File: src/hdl/differential_channel_divider_regs.svh
// Register indices, field positions, reset values and encodings of the divider channels.
`ifndef DIFFERENTIAL_CHANNEL_DIVIDER_REGS_SVH
`define DIFFERENTIAL_CHANNEL_DIVIDER_REGS_SVH

// ----------------------------------------------------------------------------
// Register indices (byte address is four times the index)
// ----------------------------------------------------------------------------
`define IDX_SECOND_COUNTS 10'h193
`define IDX_SECOND_CTRL 10'h194
`define IDX_SECOND_ROUTE 10'h195
`define IDX_THIRD_COUNTS 10'h196
`define IDX_THIRD_CTRL 10'h197
`define IDX_THIRD_ROUTE 10'h198
`define IDX_STATUS 10'h1F0

// ----------------------------------------------------------------------------
// Reset values
// ----------------------------------------------------------------------------
`define RST_COUNTS 8'h00
`define RST_SECOND_CTRL 8'h00
`define RST_THIRD_CTRL 8'h80
`define RST_ROUTE 8'h00

// ----------------------------------------------------------------------------
// Field positions
// ----------------------------------------------------------------------------
`define CNT_LOW_MSB 7
`define CNT_LOW_LSB 4
`define CNT_HIGH_MSB 3
`define CNT_HIGH_LSB 0
`define CTL_BYPASS 7
`define CTL_IGNORE_SYNC 6
`define CTL_FORCE 5
`define CTL_START 4
`define CTL_PHASE_MSB 3
`define CTL_PHASE_LSB 0
`define ROUTE_DIRECT 1
`define ROUTE_DCC_OFF 0
`define ROUTE_MASK 8'h03

// ----------------------------------------------------------------------------
// Clock source select encodings
// ----------------------------------------------------------------------------
`define SRC_EXT 2'h0
`define SRC_DIV 2'h1
`define SRC_OSC 2'h2

`endif

File: src/hdl/divider_pkg.sv
// Types shared by the divider channel files.
`default_nettype none
package divider_pkg;
  typedef logic [1:0] src_sel_t;
  typedef enum logic [1:0] {ST_HOLD, ST_PHASE, ST_LOW, ST_HIGH} div_state_t;
endpackage
`default_nettype wire

File: src/hdl/sync2.sv
// Two-flop synchroniser for a group of pin levels.
`default_nettype none
module sync2 #(
  parameter int WIDTH = 3
) (
  input wire logic clk,
  input wire logic rst,
  input wire logic [WIDTH-1:0] d,
  output logic [WIDTH-1:0] q
);
  logic [WIDTH-1:0] meta_q;

  always_ff @(posedge clk or posedge rst) begin
    if (rst) begin
      meta_q <= '0;
      q <= '0;
    end else begin
      meta_q <= d;
      q <= meta_q;
    end
  end
endmodule
`default_nettype wire

File: src/hdl/rise_detect.sv
// Rising-edge detector on an already synchronised level.
`default_nettype none
module rise_detect (
  input wire logic clk,
  input wire logic rst,
  input wire logic level,
  output logic rise
);
  logic prev_q;

  always_ff @(posedge clk or posedge rst) begin
    if (rst) begin
      prev_q <= 1'b0;
    end else begin
      prev_q <= level;
    end
  end

  assign rise = level & ~prev_q;
endmodule
`default_nettype wire

File: src/hdl/differential_channel_divider.sv
// Divider, sync, force and direct routing for the second and third differential pairs.
// Notes on behaviour
// - Output stays low for the low-count field plus one input cycles, so zero gives one, except where duty correction evens a one-cycle split.
// - Output stays high for the high-count field plus one input cycles, so zero gives one, except where duty correction evens a one-cycle split.
// - The bypass bit stops the divider and passes its input clock to the output.
// - With ignore-sync clear the divider follows the chip sync, with it set it does not.
// - The force bit sets the output level while sync is active, and software must set ignore-sync for it to act.
// - The start-level bit picks whether the output begins low or high.
// - A four-bit phase offset delays the first output level by that many input cycles.
// - Each channel's direct-route bit steers only its own output pair.
// - With direct-route clear the pair is fed from the channel's divider.
// - With direct-route set and source select 10b the oscillator drives the pair.
// - With direct-route set and source select 00b the external clock drives the pair.
// - With source select 01b the direct-route bit has no effect.
// - The duty-correction-disable bit turns duty correction on when zero, off when one.
`default_nettype none
`include "differential_channel_divider_regs.svh"
module differential_channel_divider (
  input wire logic clk,
  input wire logic rst,
  input wire logic wb_cyc,
  input wire logic wb_stb,
  input wire logic wb_we,
  input wire logic [11:0] wb_adr,
  input wire logic [3:0] wb_sel,
  input wire logic [31:0] wb_dat_w,
  output logic [31:0] wb_dat_r,
  output logic wb_ack,
  input wire divider_pkg::src_sel_t clock_source_select,
  input wire logic sync_active,
  input wire logic dist_clk_in,
  input wire logic osc_in,
  input wire logic ext_clk_in,
  output logic pair_two_output_a,
  output logic pair_two_output_b,
  output logic pair_three_output_a,
  output logic pair_three_output_b
);
  import divider_pkg::*;

  // --------------------------------------------------------------------------
  // Declarations
  // --------------------------------------------------------------------------
  logic [7:0] cnt_q [2];
  logic [7:0] cnt_d [2];
  logic [7:0] ctrl_q [2];
  logic [7:0] ctrl_d [2];
  logic [7:0] route_q [2];
  logic [7:0] route_d [2];
  logic ack_q;
  logic ack_d;
  logic [31:0] dat_q;
  logic [31:0] dat_d;
  logic hit;
  logic wr;
  logic [9:0] idx;
  logic [7:0] rd;

  div_state_t st_q [2];
  div_state_t st_d [2];
  logic [4:0] dcnt_q [2];
  logic [4:0] dcnt_d [2];
  logic lvl_q [2];
  logic lvl_d [2];

  logic [1:0] direct;
  logic [1:0] out_d;
  logic [1:0] out_q;
  logic [3:0] out_pins_q;

  logic [2:0] pins_s;
  logic dist_s;
  logic osc_s;
  logic ext_s;
  logic dist_rise;

  // --------------------------------------------------------------------------
  // Pin synchronisers
  // --------------------------------------------------------------------------
  // Every clock pin is sampled, so the divider input rate must stay well below clk/2.
  sync2 #(
    .WIDTH(3)
  ) pin_sync (
    .clk(clk),
    .rst(rst),
    .d({ext_clk_in, osc_in, dist_clk_in}),
    .q(pins_s)
  );

  assign dist_s = pins_s[0];
  assign osc_s = pins_s[1];
  assign ext_s = pins_s[2];

  rise_detect dist_edge (
    .clk(clk),
    .rst(rst),
    .level(dist_s),
    .rise(dist_rise)
  );

  // --------------------------------------------------------------------------
  // Phase lengths
  // --------------------------------------------------------------------------
  function automatic logic [5:0] period_len(input logic [7:0] cnt);
    period_len = 6'({2'h0, cnt[`CNT_LOW_MSB:`CNT_LOW_LSB]})
      + 6'({2'h0, cnt[`CNT_HIGH_MSB:`CNT_HIGH_LSB]}) + 6'h02;
  endfunction

  // Duty correction only evens out a split that is already one cycle from balance;
  // whole-cycle counts cannot give half cycles, so the high phase takes the spare one.
  function automatic logic near_even(input logic [7:0] cnt);
    logic [3:0] lo;
    logic [3:0] hi;
    lo = cnt[`CNT_LOW_MSB:`CNT_LOW_LSB];
    hi = cnt[`CNT_HIGH_MSB:`CNT_HIGH_LSB];
    near_even = (lo == 4'(hi + 4'h1) && hi != 4'hF) || (hi == 4'(lo + 4'h1) && lo != 4'hF);
  endfunction

  function automatic logic [4:0] high_len(input logic [7:0] cnt, input logic dcc_on);
    logic [5:0] total;
    total = period_len(cnt);
    if (dcc_on && near_even(cnt)) begin
      high_len = 5'((total + 6'h01) >> 1);
    end else begin
      high_len = 5'({1'b0, cnt[`CNT_HIGH_MSB:`CNT_HIGH_LSB]}) + 5'h01;
    end
  endfunction

  function automatic logic [4:0] low_len(input logic [7:0] cnt, input logic dcc_on);
    low_len = 5'(period_len(cnt) - {1'b0, high_len(cnt, dcc_on)});
  endfunction

  // --------------------------------------------------------------------------
  // Wishbone slave and registers
  // --------------------------------------------------------------------------
  always_comb begin
    hit = wb_cyc && wb_stb && !ack_q;
    // Writes land at the edge at which the master sees ack, while it still holds the request.
    wr = wb_cyc && wb_stb && ack_q && wb_we && wb_sel[0];
    idx = wb_adr[11:2];
    cnt_d = cnt_q;
    ctrl_d = ctrl_q;
    route_d = route_q;
    rd = 8'h00;
    unique case (idx)
      `IDX_SECOND_COUNTS: begin
        rd = cnt_q[0];
        if (wr) cnt_d[0] = wb_dat_w[7:0];
      end
      `IDX_SECOND_CTRL: begin
        rd = ctrl_q[0];
        if (wr) ctrl_d[0] = wb_dat_w[7:0];
      end
      `IDX_SECOND_ROUTE: begin
        rd = route_q[0];
        if (wr) route_d[0] = wb_dat_w[7:0] & `ROUTE_MASK;
      end
      `IDX_THIRD_COUNTS: begin
        rd = cnt_q[1];
        if (wr) cnt_d[1] = wb_dat_w[7:0];
      end
      `IDX_THIRD_CTRL: begin
        rd = ctrl_q[1];
        if (wr) ctrl_d[1] = wb_dat_w[7:0];
      end
      `IDX_THIRD_ROUTE: begin
        rd = route_q[1];
        if (wr) route_d[1] = wb_dat_w[7:0] & `ROUTE_MASK;
      end
      `IDX_STATUS: begin
        rd = {4'h0, direct, out_q};
      end
      default: begin
        rd = 8'h00;
      end
    endcase
    ack_d = hit;
    dat_d = hit ? {24'h000000, rd} : dat_q;
  end

  always_ff @(posedge clk or posedge rst) begin
    if (rst) begin
      cnt_q[0] <= `RST_COUNTS;
      cnt_q[1] <= `RST_COUNTS;
      ctrl_q[0] <= `RST_SECOND_CTRL;
      ctrl_q[1] <= `RST_THIRD_CTRL;
      route_q[0] <= `RST_ROUTE;
      route_q[1] <= `RST_ROUTE;
      ack_q <= 1'b0;
      dat_q <= 32'h00000000;
    end else begin
      cnt_q <= cnt_d;
      ctrl_q <= ctrl_d;
      route_q <= route_d;
      ack_q <= ack_d;
      dat_q <= dat_d;
    end
  end

  assign wb_ack = ack_q;
  assign wb_dat_r = dat_q;

  // --------------------------------------------------------------------------
  // Channel dividers
  // --------------------------------------------------------------------------
  // A bypassed divider is parked in the hold state, standing in for its power-down.
  always_comb begin
    for (int c = 0; c < 2; c++) begin
      logic obey;
      logic start_hi;
      logic dcc_on;
      logic [4:0] phase;
      obey = !ctrl_q[c][`CTL_IGNORE_SYNC];
      start_hi = ctrl_q[c][`CTL_START];
      dcc_on = !route_q[c][`ROUTE_DCC_OFF];
      phase = {1'b0, ctrl_q[c][`CTL_PHASE_MSB:`CTL_PHASE_LSB]};
      st_d[c] = st_q[c];
      dcnt_d[c] = dcnt_q[c];
      lvl_d[c] = lvl_q[c];
      if (ctrl_q[c][`CTL_BYPASS] || (obey && sync_active)) begin
        st_d[c] = ST_HOLD;
        dcnt_d[c] = 5'h00;
        lvl_d[c] = start_hi;
      end else if (st_q[c] == ST_HOLD) begin
        dcnt_d[c] = 5'h00;
        lvl_d[c] = start_hi;
        if (phase != 5'h00) begin
          st_d[c] = ST_PHASE;
        end else begin
          st_d[c] = start_hi ? ST_HIGH : ST_LOW;
        end
      end else if (dist_rise) begin
        unique case (st_q[c])
          ST_PHASE: begin
            if (dcnt_q[c] + 5'h01 == phase) begin
              st_d[c] = start_hi ? ST_HIGH : ST_LOW;
              dcnt_d[c] = 5'h00;
            end else begin
              dcnt_d[c] = dcnt_q[c] + 5'h01;
            end
          end
          ST_LOW: begin
            if (dcnt_q[c] + 5'h01 >= low_len(cnt_q[c], dcc_on)) begin
              st_d[c] = ST_HIGH;
              dcnt_d[c] = 5'h00;
              lvl_d[c] = 1'b1;
            end else begin
              dcnt_d[c] = dcnt_q[c] + 5'h01;
            end
          end
          ST_HIGH: begin
            if (dcnt_q[c] + 5'h01 >= high_len(cnt_q[c], dcc_on)) begin
              st_d[c] = ST_LOW;
              dcnt_d[c] = 5'h00;
              lvl_d[c] = 1'b0;
            end else begin
              dcnt_d[c] = dcnt_q[c] + 5'h01;
            end
          end
          ST_HOLD: begin
            st_d[c] = ST_HOLD;
          end
        endcase
      end
    end
  end

  always_ff @(posedge clk or posedge rst) begin
    if (rst) begin
      for (int c = 0; c < 2; c++) begin
        st_q[c] <= ST_HOLD;
        dcnt_q[c] <= 5'h00;
        lvl_q[c] <= 1'b0;
      end
    end else begin
      st_q <= st_d;
      dcnt_q <= dcnt_d;
      lvl_q <= lvl_d;
    end
  end

  // --------------------------------------------------------------------------
  // Output routing
  // --------------------------------------------------------------------------
  always_comb begin
    for (int c = 0; c < 2; c++) begin
      // Each channel looks at its own route bit only.
      direct[c] = route_q[c][`ROUTE_DIRECT]
        && (clock_source_select == `SRC_OSC || clock_source_select == `SRC_EXT);
      if (direct[c]) begin
        out_d[c] = (clock_source_select == `SRC_OSC) ? osc_s : ext_s;
      end else if (ctrl_q[c][`CTL_BYPASS]) begin
        out_d[c] = dist_s;
      end else if (ctrl_q[c][`CTL_IGNORE_SYNC] && sync_active) begin
        out_d[c] = ctrl_q[c][`CTL_FORCE];
      end else begin
        out_d[c] = lvl_q[c];
      end
    end
  end

  always_ff @(posedge clk or posedge rst) begin
    if (rst) begin
      out_q <= 2'h0;
      out_pins_q <= 4'h0;
    end else begin
      out_q <= out_d;
      out_pins_q <= {out_d[1], out_d[1], out_d[0], out_d[0]};
    end
  end

  assign pair_two_output_a = out_pins_q[0];
  assign pair_two_output_b = out_pins_q[1];
  assign pair_three_output_a = out_pins_q[2];
  assign pair_three_output_b = out_pins_q[3];
endmodule
`default_nettype wire

File: config.mk
export PLATFORM = sky130hd
export DESIGN_NAME = differential_channel_divider
export DESIGN_NICKNAME = d
export VERILOG_FILES = /design/src/hdl/divider_pkg.sv /design/src/hdl/sync2.sv /design/src/hdl/rise_detect.sv /design/src/hdl/differential_channel_divider.sv
export VERILOG_INCLUDE_DIRS = /design/src /design/src/hdl
export SDC_FILE = /design/constraint.sdc
export NUM_CORES = 1
export LEC_CHECK = 0
export ABC_CLOCK_PERIOD_IN_PS = 4300
export BUFFER_PORTS_ARGS = -buffer_cell sky130_fd_sc_hd__buf_2
export CAP_MARGIN = 10
export CORE_UTILIZATION = 52
export DETAILED_ROUTE_END_ITERATION = 16
export MAX_ROUTING_LAYER = met4
export PLACE_DENSITY = 0.78
export SETUP_SLACK_MARGIN = 0.4
export SLEW_MARGIN = 20
export SYNTH_ARGS = -nofsm -noshare
export SYNTH_HDL_FRONTEND = slang
export SYNTH_SLANG_ARGS = --single-unit
export TNS_END_PERCENT = 1
File: constraint.sdc
create_clock -name clk -period 4.3 [get_ports clk]
set_input_delay 0.43 -clock clk [delete_from_list [all_inputs] [get_ports clk]]
set_output_delay 0.43 -clock clk [all_outputs]
set_load 0.02 [all_outputs]
# Word-level counts from Yosys, hierarchy flattened

Index checks and enable logic that the tools add are counted.

Word-level logic and storage cells: 191
Bits of input ports: 59
Output and inout bits: 37
Register bits: 73

Reduce and logical (&&, ||, !) cells: 50
Eq/ne operators: 30
Muxes and demuxes: 70
Bitwise gates (word level): 2
$add $sub $neg: 16
Order comparisons: 4

Operators by type and width:

| kind                  | count |
|---|---|
| $mux W5               | 30 |
| $eq A10 B9 Y1 const B | 7 |
| $pmux W8 S7           | 1 |
| $ne A4 B4 Y1 const B  | 10 |
| $pmux W5 S3           | 2 |
| $mux W2               | 14 |
| $ge A5 B5 Y1          | 4 |
| $mux W1               | 19 |
| $logic_and A1 B1 Y1   | 17 |
| $add A4 B1 Y4 const B | 4 |
| $eq A4 B4 Y1          | 4 |
| $reduce_and A2 Y1     | 8 |
| $reduce_and A4 Y1     | 4 |
| $reduce_bool A4 Y1    | 4 |
| $add A5 B2 Y6 const B | 2 |
| $add A6 B1 Y6 const B | 2 |
| $pmux W2 S3           | 2 |
| $add A4 B1 Y5 const B | 2 |
| $add A4 B4 Y5         | 2 |
| $add A5 B1 Y5 const B | 2 |
| $eq A2 B2 Y1 const B  | 5 |
| $eq A5 B4 Y1          | 2 |
| $reduce_bool A5 Y1    | 2 |
| $sub A5 B5 Y5         | 2 |
| other kinds (8)       | 21 |

# Depth between registers and ports, before layout

Depth in word-level cells: 17
Depth in mapped cells: 22
Depth with buffers taken out: 22

# Hierarchy

A second synthesis with hierarchy kept.

Cells, all modules: 616
Area total of the unflattened synthesis: 5714.2 um2

Modules (own cells, without submodules):

| module                       | times used | area each (um2) | seq. area each (um2) | cells each |
|---|---|---|---|---|
| differential_channel_divider | 1          | 5517.8          | 1577.8               | 606 |
| sync2                        | 1          | 153.9           | 150.1                | 7 |
| rise_detect                  | 1          | 42.5            | 25.0                 | 3 |

# Worst setup path before layout

OpenSTA, ideal clock, no wires.

Path kind: register to register
Start point: register cnt_q[9] in the netlist's numbering
End point: register dcnt_q[5] in the netlist's numbering
Data required time: 4.205 ns
Arrival: 4.350 ns
Path slack: -0.145 ns
Cell stages (with the launch flop): 20
Library setup time: 0.095 ns
Buffers on the path: 1
Clock period less this slack: 4.445 ns
Cells stage by stage: dfrtp_1 -> inv_1 -> ha_1 -> inv_1 -> ha_1 -> fa_1 -> clkbuf_1 -> xor2_1 -> mux2_2 -> fa_1 -> nand2b_1 -> a211o_1 -> o2111ai_1 -> o21ai_0 -> xnor2_1 -> ha_1 -> o31ai_1 -> a21oi_1 -> a211o_1 -> o31ai_1

Cells in the longest elaborated chain, start to end: 17
Elaborated cells between the ends (all ways): 30
Classes of those cells: add/sub (6); order compare (2); eq/ne (3); mux (15); reduce/logical (4)

Ends and longest elaborated chain:

| element                                                                | RTL line                            | RTL |
|---|---|---|
| start, declared                                                        | differential_channel_divider.sv:44  | `logic [7:0] cnt_q [2];` |
| start signal, assigned                                                 | differential_channel_divider.sv:192 | `cnt_q <= cnt_d;` |
| parallel branches: the longest is 13 deep, another holds $add A5 B2 Y6 | n/a                                 |  |
| $pmux W5 S3 *                                                          | differential_channel_divider.sv:233 | `unique case (st_q[c])` |
| $mux W5 *                                                              | differential_channel_divider.sv:232 | `end else if (dist_rise) begin` |
| $mux W5 *                                                              | differential_channel_divider.sv:224 | `end else if (st_q[c] == ST_HOLD) begin` |
| $mux W5 *                                                              | differential_channel_divider.sv:220 | `` if (ctrl_q[c][`CTL_BYPASS] \|\| (obey && sync_active)) begin `` |
| end signal, assigned                                                   | differential_channel_divider.sv:277 | `dcnt_q <= dcnt_d;` |
| end, declared                                                          | differential_channel_divider.sv:61  | `logic [4:0] dcnt_q [2];` |

Mark *: on every way between the ends. The select of a mux whose other input is x is not followed.
A chain may end at the register's enable or synchronous reset.

# Final worst setup path

Start point: register cnt_q[13] in the netlist's numbering
End point: register dcnt_q[5] in the netlist's numbering

The elaborated chain is that of the path after synthesis.

==> summary.md <==
| Metric | Value |
|---|---|
| Net count, final | 768 |
| Number of max-slew violations in the final report | 0 |
| Clock insertion delay at the later pin of the skew report | 0.35 ns |
| Buffer type at the clock tree root | sky130_fd_sc_hd__clkbuf_8 |
| Max-cap violations | 0 |
| Final Hold Fails | 0 |
| Drt initial violations | 317 |
| Worst endpoint data arrival time | 4.44 ns |
| Worst Max-Slew Pin Slew | 1.04 ns |
| Post-Synthesis Cell Area | 0.00564 mm² |
| TritonCTS clock tree | built |
| Power density normalized to cell area | 319 mW/mm² |
| Number of storage elements in the synthesis netlist | 70 |
| Fraction of final layout cells with drive strength greater than 1 | 27.6% |
| I/O Pins | 96 |
| Horizontal extent of the die | 106 µm |
| Wire per inst | 16.5 µm |
| HPWL reported at the end of detailed placement | 10000 µm |
| Buffers on Ports | 42 |
| Count of clock tree sinks | 70 |
| Global route total overflow | 0 |
| Share of the clock period used by the worst path after layout | 97.4% |
| Deepest level of the CTS H-tree | 3 |
| Number of warnings printed during yosys synthesis | 0 |
| Commonest cells after routing, fill and taps aside | sky130_fd_sc_hd__dfrtp_1, sky130_fd_sc_hd__nand2_1, sky130_fd_sc_hd__ha_1, sky130_fd_sc_hd__buf_2, sky130_fd_sc_hd__buf_4 |
| Final critical path time including I/O delays and setup | 4.19 ns |
| Cell with the largest stage delay on the worst path | sky130_fd_sc_hd__fa_2 |
| Number of routed nets with antenna violations | 0 |
| Register-to-Register Setup Slack | 0.11 ns |
| Unique masters post-synth | 65 |
| Vias per std cell | 5.70 |
| DIE AREA | 0.0113 mm² |
| Fraction of registers with async set or reset after synthesis | 100% |
| Register-to-Register Path Depth | 18 |
| Leak | 3.12 nW |
| Data required, critical path | 4.55 ns |
| Multi-input gate area in the final layout | 0.00372 mm² |
| Final core utilization | 62.3% |
| Synth Instances | 590 |
| TritonCTS buffer count | 9 |
| Clock transition at the registers of the reported paths | 0.09 ns |
| Via Count | 4552 |
| Crit Path Max Fanout | 6 |
| Number of DRC violations after detailed routing | 0 |
| Wire length of the first global-routing pass | 21400 µm |
| Worst Hold Endpoint | pin_sync.meta_q[0]$_DFF_PP0_ |
| Worst reg2reg startpoint | cnt_q[13]$_DFFE_PP0P_ |
| Routability cong. | 0.919 |
| Layout Skew | 0.0152 ns |
| Number of global-route vias before repair | 4414 |
| Setup repair after global routing missed its margin | yes |
| Sum of negative setup slack | 0 ns |
| Total power consumption of the routed design | 2.07 mW |
| Fmax | 0.239 GHz |
| Part of the Yosys area used for sequential elements | 31.1% |
| Initial antenna violation count | 0 |
| Maximum number of pins on one net before global-route repair | 42 |
| Most common cell after layout, fill and taps aside | sky130_fd_sc_hd__dfrtp_1 |
| WL final | 13200 µm |
| Row count | 37 |
| Top FF cell, synth | sky130_fd_sc_hd__dfrtp_1 |
| Critical Path Max Stage Delay | 0.57 ns |
| Number of flops mapped to enable cells by yosys | 0 |
| Die boundary height | 106 µm |
| Number of buffer and inverter stages on the critical path | 2 |
| Placeable core region | 0.0104 mm² |
| Mean Syn Cell Area | 9.56 µm² |
| Reg-to-reg endpoint | dcnt_q[5]$_DFFE_PP0P_ |
| Crit path capture type | register |
| First-pass iteration count of the detailed router | 5 |
| Startpoint of the worst hold path | dist_clk_in |
| Slew HR | 30.2% |
| Max VDD drop | 0.000211 V |
| Status | finished, final reports clean |
| Class of the most critical setup path | reg -> reg |
| Starting Density | 54.1% |
| Antenna cell count | 0 |
| # fillers | 851 |
| CP cell instances | inv_1 > ha_1 > inv_2 > ha_4 > fa_2 > xor2_1 > mux2_4 > fa_2 > nand2b_4 > a211o_1 > o2111ai_1 > o21ai_1 > xnor2_1 > ha_1 > o31ai_2 > a21oi_2 > a211o_1 > o31ai_1 |
| Worst path top cell family by delay | adder cells |
| Element type at the critical path start | register |
| Sequential cell area | 0.00175 mm² |
| Number of stages on the worst hold path | 1 |
| GR Util All Layers | 24.6% |
| Largest buffer count on any clock path | 2 |
| Min-delay worst type | in -> reg |
| Area overhead of the layout relative to synthesis | 15.0% |
| Final-report setup violation count | 0 |
routing by layer:
| layer | GRT usage (%) | wire length (µm) |
|---|---|---|
| met4 | 7.04 | 177 |
| met1 | 32.7 | 5680 |
| met3 | 4.11 | 790 |
| met2 | 38.7 | 6520 |
| met5 | - | 0 |
sequential cells by signal (all words and copies together), names as in the netlist, 2 cells and up:
register / cells
route_q: 4
pin_sync.meta_q: 3
cnt_q: 16
st_q: 4
pin_sync.q: 3
ctrl_q: 16
dcnt_q: 10
lvl_q: 2
wb_dat_r: 8
out_pins_q: 2
stage by stage:
stage	hold WS [ns]	instances	area (µm²)	setup slack, ns
after floorplan	0.331	613	5770	0.158
after global placement	0.333	777	6090	0.0589
after detailed placement	0.337	777	6090	-0.0884
after CTS	0.169	796	6350	0.0690
after global routing	0.163	798	6480	-0.188
final	0.181	798	6480	0.113
timing repair:
| item | 4_1_cts | 5_1_grt |
|---|---|---|
| pin swaps | 3 | 5 |
| gates cloned | 0 | 0 |
| setup endpoints to repair | 16 | 16 |
| setup buffers | 3 | 2 |
| resized for setup | 12 | 26 |
| hold buffers | 0 | 0 |
synth_stat cells, types with 3 or more instances:
master	number	area (µm²)
sky130_fd_sc_hd__dfrtp_1	69	1730
sky130_fd_sc_hd__ha_1	48	601
sky130_fd_sc_hd__nand2_1	45	169
sky130_fd_sc_hd__o21ai_0	34	170
sky130_fd_sc_hd__xnor2_1	34	298
sky130_fd_sc_hd__mux2_2	33	372
sky130_fd_sc_hd__inv_1	32	120
sky130_fd_sc_hd__buf_4	27	203
sky130_fd_sc_hd__a21oi_1	25	125
sky130_fd_sc_hd__nor2_1	21	78.8
sky130_fd_sc_hd__nand3_1	20	100
sky130_fd_sc_hd__xor2_1	20	175
sky130_fd_sc_hd__clkbuf_1	14	52.6
sky130_fd_sc_hd__mux2i_1	13	130
sky130_fd_sc_hd__nand2b_1	13	81.3
sky130_fd_sc_hd__nor3_1	12	60.1
sky130_fd_sc_hd__a22o_1	10	87.6
sky130_fd_sc_hd__nor2b_1	10	62.6
sky130_fd_sc_hd__a221o_1	7	70.1
sky130_fd_sc_hd__a21o_1	6	45.0
sky130_fd_sc_hd__o211ai_1	6	45.0
sky130_fd_sc_hd__a211oi_1	5	37.5
sky130_fd_sc_hd__nand3b_1	5	37.5
sky130_fd_sc_hd__a22oi_1	4	30.0
sky130_fd_sc_hd__fa_1	4	80.1
sky130_fd_sc_hd__nand4b_1	4	35.0
sky130_fd_sc_hd__nor3b_1	4	30.0
sky130_fd_sc_hd__nor4_1	4	25.0
sky130_fd_sc_hd__o22ai_1	4	25.0
sky130_fd_sc_hd__o31ai_1	4	30.0
sky130_fd_sc_hd__a31oi_1	3	18.8
sky130_fd_sc_hd__buf_2	3	15.0
sky130_fd_sc_hd__or2_2	3	18.8
cell families after synthesis:
logic type	share of synthesized area (%)
flip-flops	31.1
XOR/XNOR	9.52
other	0.0665
AO/OA/AOI/OAI	14.7
buffers and inverters	7.74
AND/OR/NAND/NOR	14.9
multiplexers	9.94
adder cells (fa/ha/maj)	12.1
final cells by class:
| cell class | instances | share of cell area [%] |
|---|---|---|
| clock buffers | 10 | 2.12 |
| clock inverters | 6 | 1.06 |
| inverters | 32 | 1.85 |
| multi-input cells | 462 | 57.4 |
| flip-flops and latches | 70 | 27.0 |
| well taps | 136 | 2.62 |
| repair buffers | 82 | 7.87 |
power breakdown:
part           switching (mW)  internal, mW  total, mW  leakage, nW
sequential             0.0859         0.713      0.798        0.889
combinational           0.404         0.315      0.720         2.12
clock                   0.261         0.287      0.547        0.103
worst max path at each step:
stage | start | endpoint | depth (start not counted)
2_1_floorplan | cnt_q[13]$_DFFE_PP0P_ | dcnt_q[5]$_DFFE_PP0P_ | 19
3_3_place_gp | cnt_q[13]$_DFFE_PP0P_ | dcnt_q[5]$_DFFE_PP0P_ | 18
3_5_place_dp | cnt_q[13]$_DFFE_PP0P_ | dcnt_q[5]$_DFFE_PP0P_ | 20
4_1_cts | cnt_q[13]$_DFFE_PP0P_ | dcnt_q[5]$_DFFE_PP0P_ | 18
5_1_grt | cnt_q[12]$_DFFE_PP0P_ | dcnt_q[5]$_DFFE_PP0P_ | 19
6_report | cnt_q[13]$_DFFE_PP0P_ | dcnt_q[5]$_DFFE_PP0P_ | 18
(Power assumes the default switching activity.)
